**src/pcihs_pkg.sv**
```systemverilog
/*
  shared constants and carrier types for the pci pin control and hot-swap block.
  assumes one 20 MHz clock and an active-low asynchronous reset.
*/
package pcihs_pkg;
  // ----------------------------------------------------------------
  // parity and bus widths
  // ----------------------------------------------------------------
  localparam int AD_W = 32;
  localparam int CBE_W = 4;
  // special cycle command code on c/be#
  localparam logic [3:0] CMD_SPECIAL = 4'h1;
  // ----------------------------------------------------------------
  // error report timing
  // ----------------------------------------------------------------
  localparam int ERR_REPORT_DELAY_CLK = 2;
  localparam int ERR_HOLD_CLK = 1;
  localparam int CLOCK_HZ = 20_000_000;
  localparam int CLOCK_PERIOD_NS = 1_000_000_000 / CLOCK_HZ;

  // hot-swap connection stages
  typedef enum logic [1:0] {
    PCIHS_POWER_DOWN,
    PCIHS_HW_CONNECT,
    PCIHS_SW_CONNECT,
    PCIHS_NORMAL
  } pcihs_stage_t;

  // sampled address/data phase
  typedef struct packed {
    logic [AD_W-1:0] ad;
    logic [CBE_W-1:0] cbe_n;
    logic par;
  } pcihs_phase_t;

  // open-drain / tri-state pin drive
  typedef struct packed {
    logic o;
    logic oe;
  } pcihs_pin_t;
endpackage

```
**src/pcihs_pin_ctrl.sv**
```systemverilog
/*
  pci-side pin control: parity checking with perr#/serr# reporting, req#/gnt#
  direction by arbiter mode, stop#/trdy# target and master use, and hot-swap
  event, led, healthy and ejector latch handling.
  assumes pci pins are synchronous to clock, except the hot-swap inputs, which
  are synchronised here. bidirectional pins are split into in/out/oe.
*/
// How it works
// - perr# asserted within two clocks of errored received data.
// - perr# held at least one clock per errored data phase.
// - special cycles never raise perr#; all other transactions checked.
// - serr# asserted within two clocks of an address parity error.
// - serr# held at least one clock per errored phase.
// - with an outside arbiter, req# is driven as our bus request.
// - with the internal arbiter, req# is an input sampled by it.
// - rst# asynchronously forces registers and states to initial values; stop#/trdy# enables still follow target_selected.
// - as target, stop# asserted when we must end the transaction.
// - as master, we end our transaction when the target asserts stop#.
// - as target, trdy# asserted when we can complete the data phase.
// - open-drain event output flags board insertion or pending removal.
// - healthy input ORed with reset; power stable only when both released.
// - led pin driven low during hardware and software connection stages.
// - led pin released to high impedance in normal operation.
// - ejector latch input low means open, high means closed.
// - parity even across ad, c/be# and par; used for check and generation.
// - as arbiter, gnt# driven to grant the external requester.
// - arbiter strap sampled at reset release; high selects internal arbiter.
`timescale 1ns/1ps
`default_nettype none
module pcihs_pin_ctrl #(
  parameter int AD_W = pcihs_pkg::AD_W
) (
  input wire logic clock,
  input wire logic nrst,
  input wire logic internal_arbiter_select,
  input wire logic frame_n_in,
  input wire logic irdy_n_in,
  input wire logic [AD_W-1:0] ad_in,
  input wire logic [3:0] cbe_n_in,
  input wire logic par_in,
  input wire logic trdy_n_in,
  input wire logic stop_n_in,
  input wire logic devsel_n_in,
  input wire logic req_n_in,
  input wire logic gnt_n_in,
  input wire logic [AD_W-1:0] out_ad,
  input wire logic [3:0] out_cbe_n,
  input wire logic master_request,
  input wire logic master_active,
  input wire logic master_is_read,
  input wire logic target_selected,
  input wire logic target_ready,
  input wire logic target_stop,
  input wire logic insert_event,
  input wire logic extract_event,
  input wire logic event_ack,
  input wire logic software_connected,
  input wire logic backend_power_good_n,
  input wire logic ejector_latch_closed,
  output logic perr_n_out,
  output logic perr_n_oe,
  output logic serr_n_out,
  output logic serr_n_oe,
  output logic par_out,
  output logic req_n_out,
  output logic req_n_oe,
  output logic gnt_n_out,
  output logic gnt_n_oe,
  output logic stop_n_out,
  output logic stop_n_oe,
  output logic trdy_n_out,
  output logic trdy_n_oe,
  output logic enum_n_out,
  output logic enum_n_oe,
  output logic swap_indicator_led_n_out,
  output logic swap_indicator_led_n_oe,
  output logic arbiter_internal,
  output logic master_terminate,
  output logic [AD_W-1:0] read_data,
  output logic read_data_valid,
  output logic backend_power_stable,
  output logic latch_closed,
  output logic bus_request_seen,
  output pcihs_pkg::pcihs_stage_t stage
);
  // ----------------------------------------------------------------
  // parity check and generation
  // ----------------------------------------------------------------
  pcihs_pkg::pcihs_phase_t phase_reg;
  logic addr_phase_reg;
  logic data_phase_reg;
  logic special_reg;
  logic cmd_special_reg;
  logic frame_d_reg;
  logic perr_reg;
  logic serr_reg;
  logic par_reg;

  // address phase is the first cycle frame# is low
  wire addr_phase = !frame_n_in && frame_d_reg;
  wire data_phase = !irdy_n_in && (!trdy_n_in || (target_selected && target_ready));
  // par lags ad/cbe by one clock, so check the stored phase against the present par
  wire parity_bad = ^{phase_reg.ad, phase_reg.cbe_n, par_in};
  wire is_special = (cbe_n_in == pcihs_pkg::CMD_SPECIAL);
  wire perr_next = data_phase_reg && !special_reg && parity_bad;
  wire serr_next = addr_phase_reg && parity_bad;
  wire par_next = ^{out_ad, out_cbe_n};

  always_ff @(posedge clock or negedge nrst) begin
    if (!nrst) begin
      phase_reg <= '0;
      addr_phase_reg <= 1'b0;
      data_phase_reg <= 1'b0;
      special_reg <= 1'b0;
      cmd_special_reg <= 1'b0;
      frame_d_reg <= 1'b1;
      perr_reg <= 1'b0;
      serr_reg <= 1'b0;
      par_reg <= 1'b0;
    end else begin
      phase_reg <= '{ad: ad_in, cbe_n: cbe_n_in, par: par_in};
      addr_phase_reg <= addr_phase;
      data_phase_reg <= data_phase;
      frame_d_reg <= frame_n_in;
      if (addr_phase) begin
        cmd_special_reg <= is_special;
      end
      special_reg <= addr_phase ? is_special : cmd_special_reg;
      perr_reg <= perr_next;
      serr_reg <= serr_next;
      par_reg <= par_next;
    end
  end

  assign perr_n_out = 1'b0;
  assign perr_n_oe = perr_reg;
  assign serr_n_out = 1'b0;
  assign serr_n_oe = serr_reg;
  assign par_out = par_reg;

  a_perr_timing: assert property (@(posedge clock) disable iff (!nrst)
    (data_phase && !special_reg && !addr_phase && !is_special) ##1 parity_bad
      |-> ##1 perr_n_oe) else $error("perr not raised for data parity error");
  a_perr_special: assert property (@(posedge clock) disable iff (!nrst)
    $rose(perr_n_oe) |-> !$past(special_reg)) else $error("perr on special cycle");
  a_serr_timing: assert property (@(posedge clock) disable iff (!nrst)
    addr_phase ##1 parity_bad |-> ##1 serr_n_oe) else $error("serr not raised in time");
  a_serr_drive: assert property (@(posedge clock) disable iff (!nrst)
    serr_n_oe |-> $past(addr_phase_reg)) else $error("serr without address phase");

  // ----------------------------------------------------------------
  // arbitration mode and req#/gnt#
  // ----------------------------------------------------------------
  logic strap_taken_reg;
  logic arb_int_reg;
  logic req_reg;
  logic gnt_reg;
  logic req_seen_reg;

  always_ff @(posedge clock or negedge nrst) begin
    if (!nrst) begin
      strap_taken_reg <= 1'b0;
      arb_int_reg <= 1'b0;
      req_reg <= 1'b0;
      gnt_reg <= 1'b0;
      req_seen_reg <= 1'b0;
    end else begin
      // strap caught on the first edge after release, then frozen
      strap_taken_reg <= 1'b1;
      if (!strap_taken_reg) begin
        arb_int_reg <= internal_arbiter_select;
      end
      req_reg <= master_request && !arb_int_reg;
      req_seen_reg <= arb_int_reg && !req_n_in;
      // simple arbiter: grant the external requester while we do not need the bus
      gnt_reg <= arb_int_reg && !req_n_in && !master_request && frame_n_in;
    end
  end

  assign arbiter_internal = arb_int_reg;
  assign bus_request_seen = req_seen_reg;
  assign req_n_out = 1'b0;
  assign req_n_oe = req_reg;
  assign gnt_n_out = 1'b0;
  assign gnt_n_oe = gnt_reg;

  a_req_input: assert property (@(posedge clock) disable iff (!nrst)
    arb_int_reg |-> ##1 !req_n_oe) else $error("req driven with internal arbiter");
  a_req_drive: assert property (@(posedge clock) disable iff (!nrst)
    (master_request && !arb_int_reg && strap_taken_reg) |=> req_n_oe)
    else $error("req not driven for own request");
  a_gnt_mode: assert property (@(posedge clock) disable iff (!nrst)
    gnt_n_oe |-> $past(arb_int_reg) && $past(!req_n_in))
    else $error("gnt without request or arbiter");

  // ----------------------------------------------------------------
  // target stop#/trdy# and master termination, read capture
  // ----------------------------------------------------------------
  logic stop_reg;
  logic trdy_reg;
  logic term_reg;
  logic rd_valid_reg;
  logic [AD_W-1:0] rd_data_reg;

  wire master_rd_phase = master_active && master_is_read && !irdy_n_in && !trdy_n_in;

  always_ff @(posedge clock or negedge nrst) begin
    if (!nrst) begin
      stop_reg <= 1'b0;
      trdy_reg <= 1'b0;
      term_reg <= 1'b0;
      rd_valid_reg <= 1'b0;
      rd_data_reg <= '0;
    end else begin
      stop_reg <= target_selected && target_stop;
      trdy_reg <= target_selected && target_ready;
      term_reg <= master_active && !stop_n_in && !devsel_n_in;
      rd_valid_reg <= master_rd_phase;
      if (master_rd_phase) begin
        rd_data_reg <= ad_in;
      end
    end
  end

  assign stop_n_out = !stop_reg;
  assign stop_n_oe = target_selected || stop_reg;
  assign trdy_n_out = !trdy_reg;
  assign trdy_n_oe = target_selected || trdy_reg;
  assign master_terminate = term_reg;
  assign read_data = rd_data_reg;
  assign read_data_valid = rd_valid_reg;

  a_stop_target: assert property (@(posedge clock) disable iff (!nrst)
    (target_selected && target_stop) |=> (stop_n_oe && !stop_n_out))
    else $error("stop not asserted as target");
  a_master_term: assert property (@(posedge clock) disable iff (!nrst)
    (master_active && !stop_n_in && !devsel_n_in) |=> master_terminate)
    else $error("master did not end on stop");
  a_read_capture: assert property (@(posedge clock) disable iff (!nrst)
    master_rd_phase |=> (read_data_valid && read_data == $past(ad_in)))
    else $error("read data not captured");

  // ----------------------------------------------------------------
  // hot-swap: synchronisers, power, stages, led and event
  // ----------------------------------------------------------------
  logic [1:0] good_sync_reg;
  logic [1:0] latch_sync_reg;
  logic event_reg;
  pcihs_pkg::pcihs_stage_t stage_reg;
  pcihs_pkg::pcihs_stage_t stage_next;

  always_ff @(posedge clock or negedge nrst) begin
    if (!nrst) begin
      good_sync_reg <= 2'b11;
      latch_sync_reg <= 2'b00;
    end else begin
      good_sync_reg <= {good_sync_reg[0], backend_power_good_n};
      latch_sync_reg <= {latch_sync_reg[0], ejector_latch_closed};
    end
  end

  // reset is held in the flops, so a synchronised low here means both released
  wire power_ok = !(good_sync_reg[1] || !nrst);
  wire latch_is_closed = latch_sync_reg[1];

  always_comb begin
    stage_next = stage_reg;
    case (stage_reg)
      pcihs_pkg::PCIHS_POWER_DOWN: begin
        if (power_ok) begin
          stage_next = pcihs_pkg::PCIHS_HW_CONNECT;
        end
      end
      pcihs_pkg::PCIHS_HW_CONNECT: begin
        if (!power_ok) begin
          stage_next = pcihs_pkg::PCIHS_POWER_DOWN;
        end else if (latch_is_closed) begin
          stage_next = pcihs_pkg::PCIHS_SW_CONNECT;
        end
      end
      pcihs_pkg::PCIHS_SW_CONNECT: begin
        if (!power_ok) begin
          stage_next = pcihs_pkg::PCIHS_POWER_DOWN;
        end else if (software_connected) begin
          stage_next = pcihs_pkg::PCIHS_NORMAL;
        end
      end
      pcihs_pkg::PCIHS_NORMAL: begin
        if (!power_ok) begin
          stage_next = pcihs_pkg::PCIHS_POWER_DOWN;
        end else if (!latch_is_closed) begin
          stage_next = pcihs_pkg::PCIHS_SW_CONNECT;
        end
      end
      default: begin
        stage_next = pcihs_pkg::PCIHS_POWER_DOWN;
      end
    endcase
  end

  // a new event wins over an acknowledge in the same cycle
  wire event_next = insert_event || extract_event || (event_reg && !event_ack);

  always_ff @(posedge clock or negedge nrst) begin
    if (!nrst) begin
      stage_reg <= pcihs_pkg::PCIHS_POWER_DOWN;
      event_reg <= 1'b0;
    end else begin
      stage_reg <= stage_next;
      event_reg <= event_next;
    end
  end

  wire led_on = (stage_reg == pcihs_pkg::PCIHS_HW_CONNECT) ||
                (stage_reg == pcihs_pkg::PCIHS_SW_CONNECT);

  assign stage = stage_reg;
  assign backend_power_stable = power_ok;
  assign latch_closed = latch_is_closed;
  assign enum_n_out = 1'b0;
  assign enum_n_oe = event_reg;
  assign swap_indicator_led_n_out = 1'b0;
  assign swap_indicator_led_n_oe = led_on;

  a_led_stage: assert property (@(posedge clock) disable iff (!nrst)
    (stage == pcihs_pkg::PCIHS_NORMAL) |-> !swap_indicator_led_n_oe)
    else $error("led driven in normal operation");
  a_led_connect: assert property (@(posedge clock) disable iff (!nrst)
    (stage == pcihs_pkg::PCIHS_HW_CONNECT) |-> swap_indicator_led_n_oe)
    else $error("led off during connection");
  a_event_set: assert property (@(posedge clock) disable iff (!nrst)
    (insert_event || extract_event) |=> enum_n_oe)
    else $error("event output not asserted");
  a_power_gate: assert property (@(posedge clock) disable iff (!nrst)
    $past(backend_power_good_n, 2) && $past(backend_power_good_n) |-> !backend_power_stable)
    else $error("power stable while healthy high");
endmodule
`default_nettype wire

```
**config.mk**
```make
export PLATFORM = sky130hd
export DESIGN_NAME = pcihs_pin_ctrl
export DESIGN_NICKNAME = d
export VERILOG_FILES = /design/src/pcihs_pkg.sv /design/src/pcihs_pin_ctrl.sv
export SDC_FILE = /design/constraint.sdc
export NUM_CORES = 1
export LEC_CHECK = 0
export BUFFER_PORTS_ARGS = -buffer_cell sky130_fd_sc_hd__buf_2
export CAP_MARGIN = 20
export CORE_ASPECT_RATIO = 0.6
export CORE_MARGIN = 8
export CORE_UTILIZATION = 48
export CTS_CLUSTER_DIAMETER = 50
export DETAILED_ROUTE_END_ITERATION = 6
export GPL_TIMING_DRIVEN = 0
export PLACE_DENSITY = 0.8
export SKIP_LAST_GASP = 1
export SYNTH_ARGS = -nofsm -noshare
export SYNTH_HDL_FRONTEND = slang
export SYNTH_SLANG_ARGS = --single-unit
```
**constraint.sdc**
```tcl
create_clock -name clock -period 1.7 [get_ports clock]
set_input_delay 0.085 -clock clock [delete_from_list [all_inputs] [get_ports clock]]
set_output_delay 0.085 -clock clock [all_outputs]
set_load 0.02 [all_outputs]
```
; ---- After elaboration in Yosys (flattened, before gate mapping)
; Cells that the tools add are included.
[word_totals]
register_bits = 91
inputBits = 95
output_inout_bits = 57
elab_cells = 81
[classes]
muxes = 8
n_reduce_logical = 42
eq_ne = 8
[op_table]
columns = operator, count
row1 = $reduce_xor 37->1, 1
row2 = $reduce_xor 36->1, 1
row3 = $logic_and 1x1->1, 17
row4 = $logic_not 1->1, 14
row5 = $mux 2, 7
row6 = $ne 3x3->1 const B, 3
row7 = $pmux 2 s4, 1
row8 = $logic_or 1x1->1, 7
row9 = $eq 2x2->1 const B, 2
row10 = $eq 4x1->1 const B, 1
row11 = $reduce_and 4->1, 1
row12 = $eq 2x1->1 const B, 1
row13 = $logic_not 2->1, 1
row14 = $ne 2x2->1 const B, 1

; ---- Longest topological paths before layout
; Gate-level depths: netlist (run 1).
[logic_depth]
word_depth = 4
mapped_depth = 7
mapped_depth_nobuf = 7

; ---- Worst setup path before layout (run 1)
; Ideal clock, no wire load.
[synth_timing]
kind = reg2reg
start = register stage_reg[1] (netlist: stage[1])
end = register stage_reg[1] (netlist: stage[1])
path_stages_with_launch = 8
arrival_time_ns = 1.564
setup_slack_ns = 0.012
path_buffers = 0
t_required_ns = 1.575
period_less_slack_ns = 1.688
path_cell_list = dfrtp_1 -> inv_1 -> ha_1 -> mux2i_1 -> nor2_1 -> a21oi_1 -> o21a_1 -> mux2_2
[synth_between]
elab_chain_len = 3
[synth_lines]
columns = item, line_no
row1 = from (decl), pcihs_pin_ctrl.sv:249  ; pcihs_pkg::pcihs_stage_t stage_reg;
row2 = from (signal assigned), pcihs_pin_ctrl.sv:306  ; stage_reg <= pcihs_pkg::PCIHS_POWER_DOWN;
row3 = from (signal assigned), pcihs_pin_ctrl.sv:309  ; stage_reg <= stage_next;
row4 = "$eq 2x2->1, or another cell as far along", pcihs_pin_ctrl.sv:268  ; case (stage_reg)
row5 = $ne 3x3->1 (no source line) / $ne 2x2->1 (equally long branches), --
row6 = $reduce_and 4->1 (no source line), --
; Parallel ways exist; a longest one is shown, timed or not.
; A chain may end at the register's enable or synchronous reset.

; ---- Worst setup path after layout (run 1)
[layout_timing]
start = register phase_reg[15] (netlist name)
end = register perr_reg (netlist: perr_n_oe)
[layout_between]
elab_chain_len = 2
[layout_lines]
columns = item, line_no
row1 = from (decl), pcihs_pin_ctrl.sv:89  ; pcihs_pkg::pcihs_phase_t phase_reg;
row2 = from (signal assigned), pcihs_pin_ctrl.sv:121  ; phase_reg <= '{ad: ad_in, cbe_n: cbe_n_in, par: par_in};
row3 = $reduce_xor 37->1, pcihs_pin_ctrl.sv:103  ; wire parity_bad = ^{phase_reg.ad, phase_reg.cbe_n, par_in};
row4 = $logic_and 1x1->1, pcihs_pin_ctrl.sv:105  ; wire perr_next = data_phase_reg && !special_reg && parity_bad;
row5 = named net perr_next, pcihs_pin_ctrl.sv:105
row6 = to (signal assigned), pcihs_pin_ctrl.sv:129  ; perr_reg <= perr_next;
row7 = to (decl), pcihs_pin_ctrl.sv:95  ; logic perr_reg;
; The timed path passes the listed nets, and every way through them passes these cells.

==> summary.md, run 1 <==
| Metric | Value |
|---|---|
| Status | finished, final reports clean |
| Sink Count | 91 |
| EDFF count, synth | 0 |
| Port buffer count | 144 |
| Reg2reg setup slack | 0.03 ns |
| Placer congestion estimate | 0.7284 |
| Worst EP required | 1.92 ns |
| Clk_skew | 0.005359 ns |
| Skew-Pair Late Insertion Delay | 0.33 ns |
| Hold depth | 2 |
| Share of cells above drive strength 1 | 0.4679 |
| CTS tree | yes |
| H-tree levels | 3 |
| Synth cell types | 30 |
| Starting density of the core | 0.5024 |
| Mapped Area | 0.003696 sq mm |
| Arr. time, crit path | 1.88 ns |
| Endpoints failing setup | 0 |
| Chip height | 83.97 microns |
| Vias per cell | 4.507 |
| Fmax | 599.8 MHz |
| Chip width | 129.3 microns |
| Crit. Startpoint | phase_reg[15] |
| Ys async rst share | 1.000 |
| Leakage | 2.697 nW |
| Most used DFF post-synth | dfrtp_1 |
| FF-to-FF Start | phase_reg[15] |
| Worst r2r dst | perr_n_oe |
| DR pass1 iterations | 4 |
| Reg2Reg Depth | 5 |
| Overall Global Routing Usage | 0.1834 |
| Core area | 0.007357 sq mm |
| Routed len/inst | 17.02 microns |
| Crit-path cells | xnor2_2 > xnor2_1 > xnor2_1 > xnor3_2 > mux2i_2 |
| Hold Crit Class | in -> reg |
| Mapped Cells | 247 |
| Max reg flops | 36 |
| Register area share after synthesis | 0.6171 |
| Worst IR Drop VDD | 0.0006815 V |
| Final Hold Viols | 0 |
| # rows | 24 |
| Maxcap violations | 0 |
| DRT iter0 DRCs | 68 |
| WHS Endpoint | req_n_oe |
| RSZ-0062 raised after global routing | yes |
| Placed insts | 501 |
| Via count | 2578 |
| Max-slew violation count | 0 |
| #FFs+latches synth | 91 |
| Total Routed Length | 9734 microns |
| Filler cells | 491 |
| Most used cell, CP | xnor2_1 |
| Critical-path top delay cell | xnor3_2 |
| Die Area | 0.01086 sq mm |
| CTS Root Cell | clkbuf_16 |
| Layout Nets | 563 |
| Mean post-synth cell area | 14.96 sq um |
| Global-route wire length before repair | 15160 microns |
| Crit path time final | 1.667 ns |
| Worst path max stage delay | 0.49 ns |
| Syn. warnings | 0 |
| Ant diodes | 0 |
| TritonCTS buffer count | 9 |
| Syn-to-layout area delta | 49.09% |
| Crit path kind | reg -> reg |
| Antenna-violating nets left | 0 |
| HPWL after DPL | 6577 microns |
| Crit end category | flop |
| Tcrit/Tclk final | 0.9807 |
| HP Start | master_request |
| Post-route DRC | 0 |
| Final Power | 6.890 mW |
| Initial antenna violation count | 0 |
| Largest buffer count on any clock path | 2 |
| Crit start category | flop |
| Largest net degree at the start of global routing | 75 |
| Final Util | 0.7490 |
| Gr ovfl total | 0 |
| Finished Layout Cells | 572 |
| Worst-path clk slew | 0.06 ns |
| Critical path fanouts, max | 2 |
| I/O pin count | 152 |
| Pwr Density | 1250 mW/mm^2 |
| Vias in the first global route | 2972 |
area by class of cell:
cell class / instances / area (sq um) / area share
Clock buffer: 11 / 242.7 / 0.04405
Clock inverter: 5 / 107.6 / 0.01953
Timing Repair Buffer: 200 / 1291 / 0.2343
Tap cell: 104 / 130.1 / 0.02361
Buffer: 10 / 63.81 / 0.01158
Sequential cell: 91 / 2281 / 0.4139
Multi-Input combinational cell: 144 / 1368 / 0.2482
Inverter: 7 / 26.28 / 0.004768
where the power goes:
group          leakage (nW)  total (mW)  switching, mW  internal (mW)
Clock                 0.171        2.29          0.799           1.49
Combinational          1.44        2.00           1.00          0.994
Sequential             1.09        2.61          0.149           2.46
Total                  2.70        6.89           1.95           4.94
stage by stage:
stage / area (sq um) / setup slack [ns] / setup TNS [ns] / hold slack [ns]
final: 5510 / 0.03282 / 0 / 0.03484
after detailed placement: 4596 / -0.03199 / -0.04729 / -0.02325
after floorplan: 3715 / 0.01166 / 0 / -0.2106
after global placement: 4566 / -1.080 / -20.07 / 0.1915
after global routing: 5510 / -0.05174 / -0.07568 / 0.02421
after CTS: 5488 / 0.0002545 / 0 / 0.01255
how the worst max path moves through the flow:
stage | slack (ns) | end
global placement | -1.08 | stage[1]
global route | -0.05 | perr_n_oe
finish | 0.03 | perr_n_oe
detailed placement | -0.03 | stage[1]
CTS | 0.0003 | stage[1]
floorplan | 0.01 | stage[1]
cell families (layout without fill, tap and decap cells):
family | after synthesis | count (layout) | synth area share
buffers and inverters | 17 | 233 | 0.02437
other | 2 | 7 | 0.002032
muxes | 38 | 38 | 0.1148
xor gates and xnor gates | 66 | 66 | 0.1811
adders and majority gates | 5 | 5 | 0.01693
and+or+nand+nor | 22 | 22 | 0.03386
AOI/OAI and AO/OA | 6 | 6 | 0.009816
DFF | 91 | 91 | 0.6171
metal layers:
metal	share of wire	global-route usage
met1	0.37	0.1855
met2	0.54	0.3347
met3	0.085	0.07844
met4	0.011	0.05090
met5	0	0
synthesized netlist by cell type, drive strengths merged (2+ instances only):
cell type / n / area [sq um]
a21oi: 3 / 15.01
xnor3: 5 / 112.6
conb: 2 / 7.510
mux2: 35 / 394.1
xor2: 8 / 70.07
nor2: 2 / 7.510
dfrtp: 88 / 2202
nor2b: 4 / 25.02
or2: 2 / 12.51
mux2i: 3 / 30.03
nor3: 2 / 10.01
ha: 5 / 62.56
xnor2: 52 / 463.0
inv: 7 / 26.28
dfstp: 3 / 78.83
buf: 9 / 60.05
nand2: 6 / 22.52
placed cells by master (no fill, tap or decap), types with 3 or more instances in the layout:
| cell | count |
|---|---|
| xnor2_1 | 49 |
| dfrtp_1 | 88 |
| buf_4 | 11 |
| buf_2 | 146 |
| xor2_1 | 8 |
| ha_1 | 5 |
| xnor3_1 | 4 |
| mux2_2 | 35 |
| conb_1 | 7 |
| clkbuf_16 | 9 |
| nor2b_1 | 4 |
| dfstp_2 | 3 |
| bufinv_16 | 3 |
| xnor2_2 | 3 |
| dlygate4sd3_1 | 51 |
| nand2_1 | 6 |
| inv_1 | 7 |
timing repair:
item | in CTS | in global routing
setup buffers | 3 | 1
gates cloned | 0 | 0
gates resized for setup | 2 | 3
hold endpoints to repair | 159 | 0
pin swaps | 0 | 3
hold buffers | 51 | 0
setup endpoints to repair | 3 | 3
worst max-delay path: cells and delay by family (launching register included):
| family | cells | cell delay (ns) |
|---|---|---|
| flops | 1 | 0.40 |
| mux | 1 | 0.17 |
| xor+xnor | 4 | 0.98 |
Power figures use the tool's default switching activity.
==> run 2: changes to the inputs <==
- MAX_ROUTING_LAYER: unset -> met4
- TNS_END_PERCENT: unset -> 30
==> summary.md, run 2 (synthesized netlist as in run 1, its figures left out) <==
| Metric | Value |
|---|---|
| Crit start category | flop |
| Port buffer count | 144 |
| Largest net degree at the start of global routing | 75 |
| Cell family contributing the most delay on the critical path | XOR/XNOR gates |
| Most used cell, CP | xnor2_1 |
| Crit path kind | reg -> reg |
| Placed cell area | 0.004596 sq mm |
| Layout Nets | 563 |
| Hold Crit Class | in -> reg |
| DRT iter0 DRCs | 76 |
| Arr. time, crit path | 1.90 ns |
| Syn-to-layout area delta | 48.88% |
| Chip height | 83.97 microns |
| RSZ-0062 raised after global routing | yes |
| Largest buffer count on any clock path | 2 |
| Ant diodes | 0 |
| Initial antenna violation count | 0 |
| CTS tree | yes |
| Design Area, Final | 0.005503 sq mm |
| Max-slew violation count | 0 |
| Clk_skew | 0.005426 ns |
| Worst IR Drop VDD | 0.0006836 V |
| Global-route wire length before repair | 15120 microns |
| Total Routed Length | 9731 microns |
| H-tree levels | 3 |
| TritonCTS buffer count | 9 |
| Share of cells above drive strength 1 | 0.4658 |
| Routed len/inst | 17.01 microns |
| Status | finished, final reports clean |
| Worst-path clk slew | 0.06 ns |
| CP Buf/Inv Count | 0 |
| Final Util | 0.7480 |
| I/O pin count | 152 |
| Commonest non-fill, non-tap cell in the layout | buf_2 |
| Critical-path top delay cell | xnor3_2 |
| Starting density of the core | 0.5024 |
| Antenna-violating nets left | 0 |
| Via count | 2577 |
| Crit path time final | 1.679 ns |
| Sink Count | 91 |
| Worst Hold Slack | 0.03445 ns |
| Overall Global Routing Usage | 0.1886 |
| Pwr Density | 1252 mW/mm^2 |
| Finished Layout Cells | 572 |
| Core area | 0.007357 sq mm |
| Vias per cell | 4.505 |
| Worst path max stage delay | 0.49 ns |
| Maxcap violations | 0 |
| Final Hold Viols | 0 |
| Skew-Pair Late Insertion Delay | 0.33 ns |
| Crit-path cells | xnor2_1 > xnor2_1 > xnor2_1 > xnor3_2 > mux2i_2 |
| CTS Root Cell | clkbuf_16 |
| Vias in the first global route | 2984 |
| Post-route DRC | 0 |
| Chip width | 129.3 microns |
| Leakage | 2.691 nW |
| Worst EP required | 1.92 ns |
| Gr ovfl total | 0 |
| Die Area | 0.01086 sq mm |
| Tcrit/Tclk final | 0.9876 |
| # rows | 24 |
| Dpl ws | -0.03199 ns |
| Most frequent cells in the layout | 146 x buf_2, 88 x dfrtp_1, 51 x dlygate4sd3_1 |
| Fmax | 595.6 MHz |
| DR pass1 iterations | 4 |
| Setup WS post-layout | 0.02100 ns |
| Crit end category | flop |
| Max reg flops | 36 |
| Placer congestion estimate | 0.7372 |
| HPWL after DPL | 6577 microns |
| Critical path fanouts, max | 2 |
| Placed insts | 501 |
| Endpoints failing setup | 0 |
## run 2: cell counts in the layout (fill, tap and decap cells not counted)
Identical to the previous run, type by type.
## run 2: path summary, 6_finish.rpt
kind | from | end | slack, ns | depth (start not counted)
worst max-delay path | phase_reg[12] | perr_n_oe | 0.02 | 5
worst min-delay path | master_request | req_n_oe | 0.03 | 2
worst max register to register | phase_reg[12] | perr_n_oe | 0.02 | 5
worst min register to register | latch_sync_reg[0] | latch_sync_reg[1] | 0.35 | 0
max in group asynchronous | nrst | frame_d_reg | 0.87 | 3
min in group asynchronous | nrst | phase_reg[16] | 0.17 | 2
## run 2: through the flow
| stage | TNS, ns | power, mW |
|---|---|---|
| floorplan | 0 | 3.827 |
| global placement | -20.07 | 4.352 |
| detailed placement | -0.04729 | 4.442 |
| CTS | -0.002814 | 6.889 |
| global route | -0.1032 | 7.202 |
| finish | 0 | 6.888 |
## run 2: layer usage
metal  up-vias  GRT usage  part of all wire
met5         -          -                 0
met4         0    0.05090             0.010
met3         8    0.06888             0.076
met2        91     0.3347              0.54
met1      1252     0.1914              0.38
li1       1226          -                 -
## run 2: cell type report
class                   instances  area [sq um]
inverters                       7         26.28
repair buffers                200          1291
multi-input cells             144          1360
fillers                       492          1854
well taps                     104         130.1
clock inverters                 5         107.6
flip-flops and latches         91          2281
clock buffers                  11         242.7
plain buffers                  10         63.81
## run 2: report_power, final
group          total [mW]  switching, mW  leakage [nW]  internal [mW]
combinational        2.00           1.00          1.43          0.993
sequential           2.61          0.148          1.09           2.46
clock                2.29          0.800         0.171           1.49
total                6.89           1.95          2.69           4.94
## run 2: repair_timing
item                                    4_1_cts  5_1_grt
endpoints found under the setup margin        3        3
hold endpoints to repair                    159        0
gates resized for setup                       1        3
setup buffers                                 3        1
hold buffers                                 51        0
==> run 3: changes to the inputs <==
- BUFFER_PORTS_ARGS: -buffer_cell sky130_fd_sc_hd__buf_2 -> unset
- CORE_UTILIZATION: 48 -> 50
- DONT_BUFFER_PORTS: unset -> 1
- PLACE_DENSITY: 0.8 -> 0.65
==> summary.md, run 3 (synthesized netlist as in run 1, its figures left out) <==
| Metric | Value |
|---|---|
| Gr ovfl total | 0 |
| TritonCTS buffer count | 9 |
| Chip width | 127.0 microns |
| Critical path fanouts, max | 5 |
| Worst-path clk slew | 0.06 ns |
| DRT iter0 DRCs | 66 |
| Reg2reg setup slack | 0.05 ns |
| Status | complete, but fails checks |
| Finished Layout Cells | 412 |
| Crit path time final | 1.653 ns |
| Pwr Density | 1294 mW/mm^2 |
| Overall Global Routing Usage | 0.1548 |
| Arr. time, crit path | 1.86 ns |
| H-tree levels | 3 |
| Clk_skew | 0.003675 ns |
| Chip height | 82.60 microns |
| RSZ-0062 raised after global routing | yes |
| Worst EP required | 1.91 ns |
| Placed insts | 343 |
| Share of cells above drive strength 1 | 0.2250 |
| WL met3 | 699 microns |
| Final Power | 6.029 mW |
| Crit end category | flop |
| Largest buffer count on any clock path | 2 |
| Post-route DRC | 0 |
| # rows | 24 |
| Endpoints failing setup | 0 |
| Tcrit/Tclk final | 0.9725 |
| CTS Root Cell | clkbuf_16 |
| Max reg flops | 36 |
| Hold Crit Class | in -> async |
| Placer congestion estimate | 0.7293 |
| Via count | 2010 |
| Filler cells | 541 |
| DR pass1 iterations | 4 |
| Worst r2r dst | stage[1] |
| Total Routed Length | 7337 microns |
| Sink Count | 91 |
| Starting density of the core | 0.5128 |
| Crit path kind | reg -> reg |
| Leakage | 2.046 nW |
| FF-to-FF Start | stage[1] |
| Largest net degree at the start of global routing | 93 |
| Top sig layer | met4 |
| Crit start category | flop |
| Core area | 0.007207 sq mm |
| Setup TNS | 0 ns |
| Routed len/inst | 17.81 microns |
| Reg2Reg Depth | 7 |
| Initial antenna violation count | 1 |
| Commonest non-fill, non-tap cell in the layout | dfrtp_1 |
| CTS tree | yes |
| HPWL after DPL | 5257 microns |
| Failing checks | hold timing |
| Metal-1 WL | 3122 microns |
| Worst Hold Slack | -0.5486 ns |
| Port buffer count | 0 |
| Fmax | 604.9 MHz |
| Global-route wire length before repair | 11770 microns |
| # hold bufs at CTS | 51 |
| Vias per cell | 4.879 |
| Skew-Pair Late Insertion Delay | 0.33 ns |
| Max-slew violation count | 0 |
| Most frequent cells in the layout | 86 x dfrtp_1, 51 x xnor2_1, 51 x dlygate4sd3_1 |
| Worst IR Drop VDD | 0.0006043 V |
| Syn-to-layout area delta | 26.07% |
| Layout Nets | 415 |
| Antenna-violating nets left | 0 |
| Maxcap violations | 0 |
| Die Area | 0.01049 sq mm |
| Final Hold Viols | 91 |
| I/O pin count | 152 |
| Met2 WL post-DR | 3429 microns |
| Vias in the first global route | 2308 |
==> run 3: cell count changes in the layout (fill, tap and decap cells not counted), moves of 2 or more <==
cell       before  now
bufinv_16       3    1
inv_6           2    0
ha_1            5    3
dfrtp_1        88   86
buf_4          11    7
buf_2         146    3
ha_2            0    2
dfrtp_2         0    2
clkinv_2        0    3
==> run 3: where the power goes <==
part | internal, mW | switching (mW) | leakage [nW]
Clock | 1.17 | 0.748 | 0.145
Combinational | 0.710 | 0.440 | 0.817
Sequential | 2.46 | 0.500 | 1.08
==> run 3: metrics by stage <==
stage	utilization	area [sq um]	hold slack [ns]	worst slack [ns]
after floorplan	-	3715	-0.2106	0.01166
after global placement	0.5313	3829	-0.2084	-0.1526
after detailed placement	0.5313	3829	-0.2086	-0.1761
after CTS	0.6439	4641	-0.5700	-0.01960
after global routing	0.6465	4659	-0.5729	-0.05827
final	0.6465	4659	-0.5486	0.04675
==> run 3: what timing repair did <==
item	CTS	global route
pin swaps	0	2
buffers inserted	0	1
endpoints found under the hold margin	172	91
setup endpoints to repair	3	3
resized for setup	4	3
==> run 3: cell type report <==
type	instances	area, sq um	share of cell area
sequential	91	2283	0.4901
multi-input combinational	144	1356	0.2911
timing repair buffer	52	518.0	0.1112
clock buffer	11	242.7	0.05209
tap	91	113.9	0.02444
buffer	10	63.81	0.01369
clock inverter	5	52.55	0.01128
inverter	7	26.28	0.005639
antenna	1	2.502	0.0005371
==> run 3: critical path: stages, from the launching register on <==
cell and delay, ns:
dfrtp_2 0.47, inv_2 0.07, ha_2 0.17, mux2i_1 0.13, nor2_1 0.07, a21oi_2 0.14, o21a_1 0.18, mux2_4 0.30
==> run 3: layer usage <==
metal | GRT usage | up-vias
met4 | 0.06014 | 0
met1 | 0.1757 | 996
met5 | - | -
met3 | 0.07179 | 10
li1 | - | 923
met2 | 0.2381 | 81
==> run 3: how the worst max path moves through the flow <==
stage,to,cells past startpoint,start,slack (ns)
2_1_floorplan,stage[1],7,stage[1],0.01
3_3_place_gp,stage[1],7,stage[1],-0.15
3_5_place_dp,stage[1],7,stage[1],-0.18
4_1_cts,perr_n_oe,5,phase_reg[14],-0.02
5_1_grt,stage[1],7,stage[1],-0.06
6_report,stage[1],7,stage[1],0.05
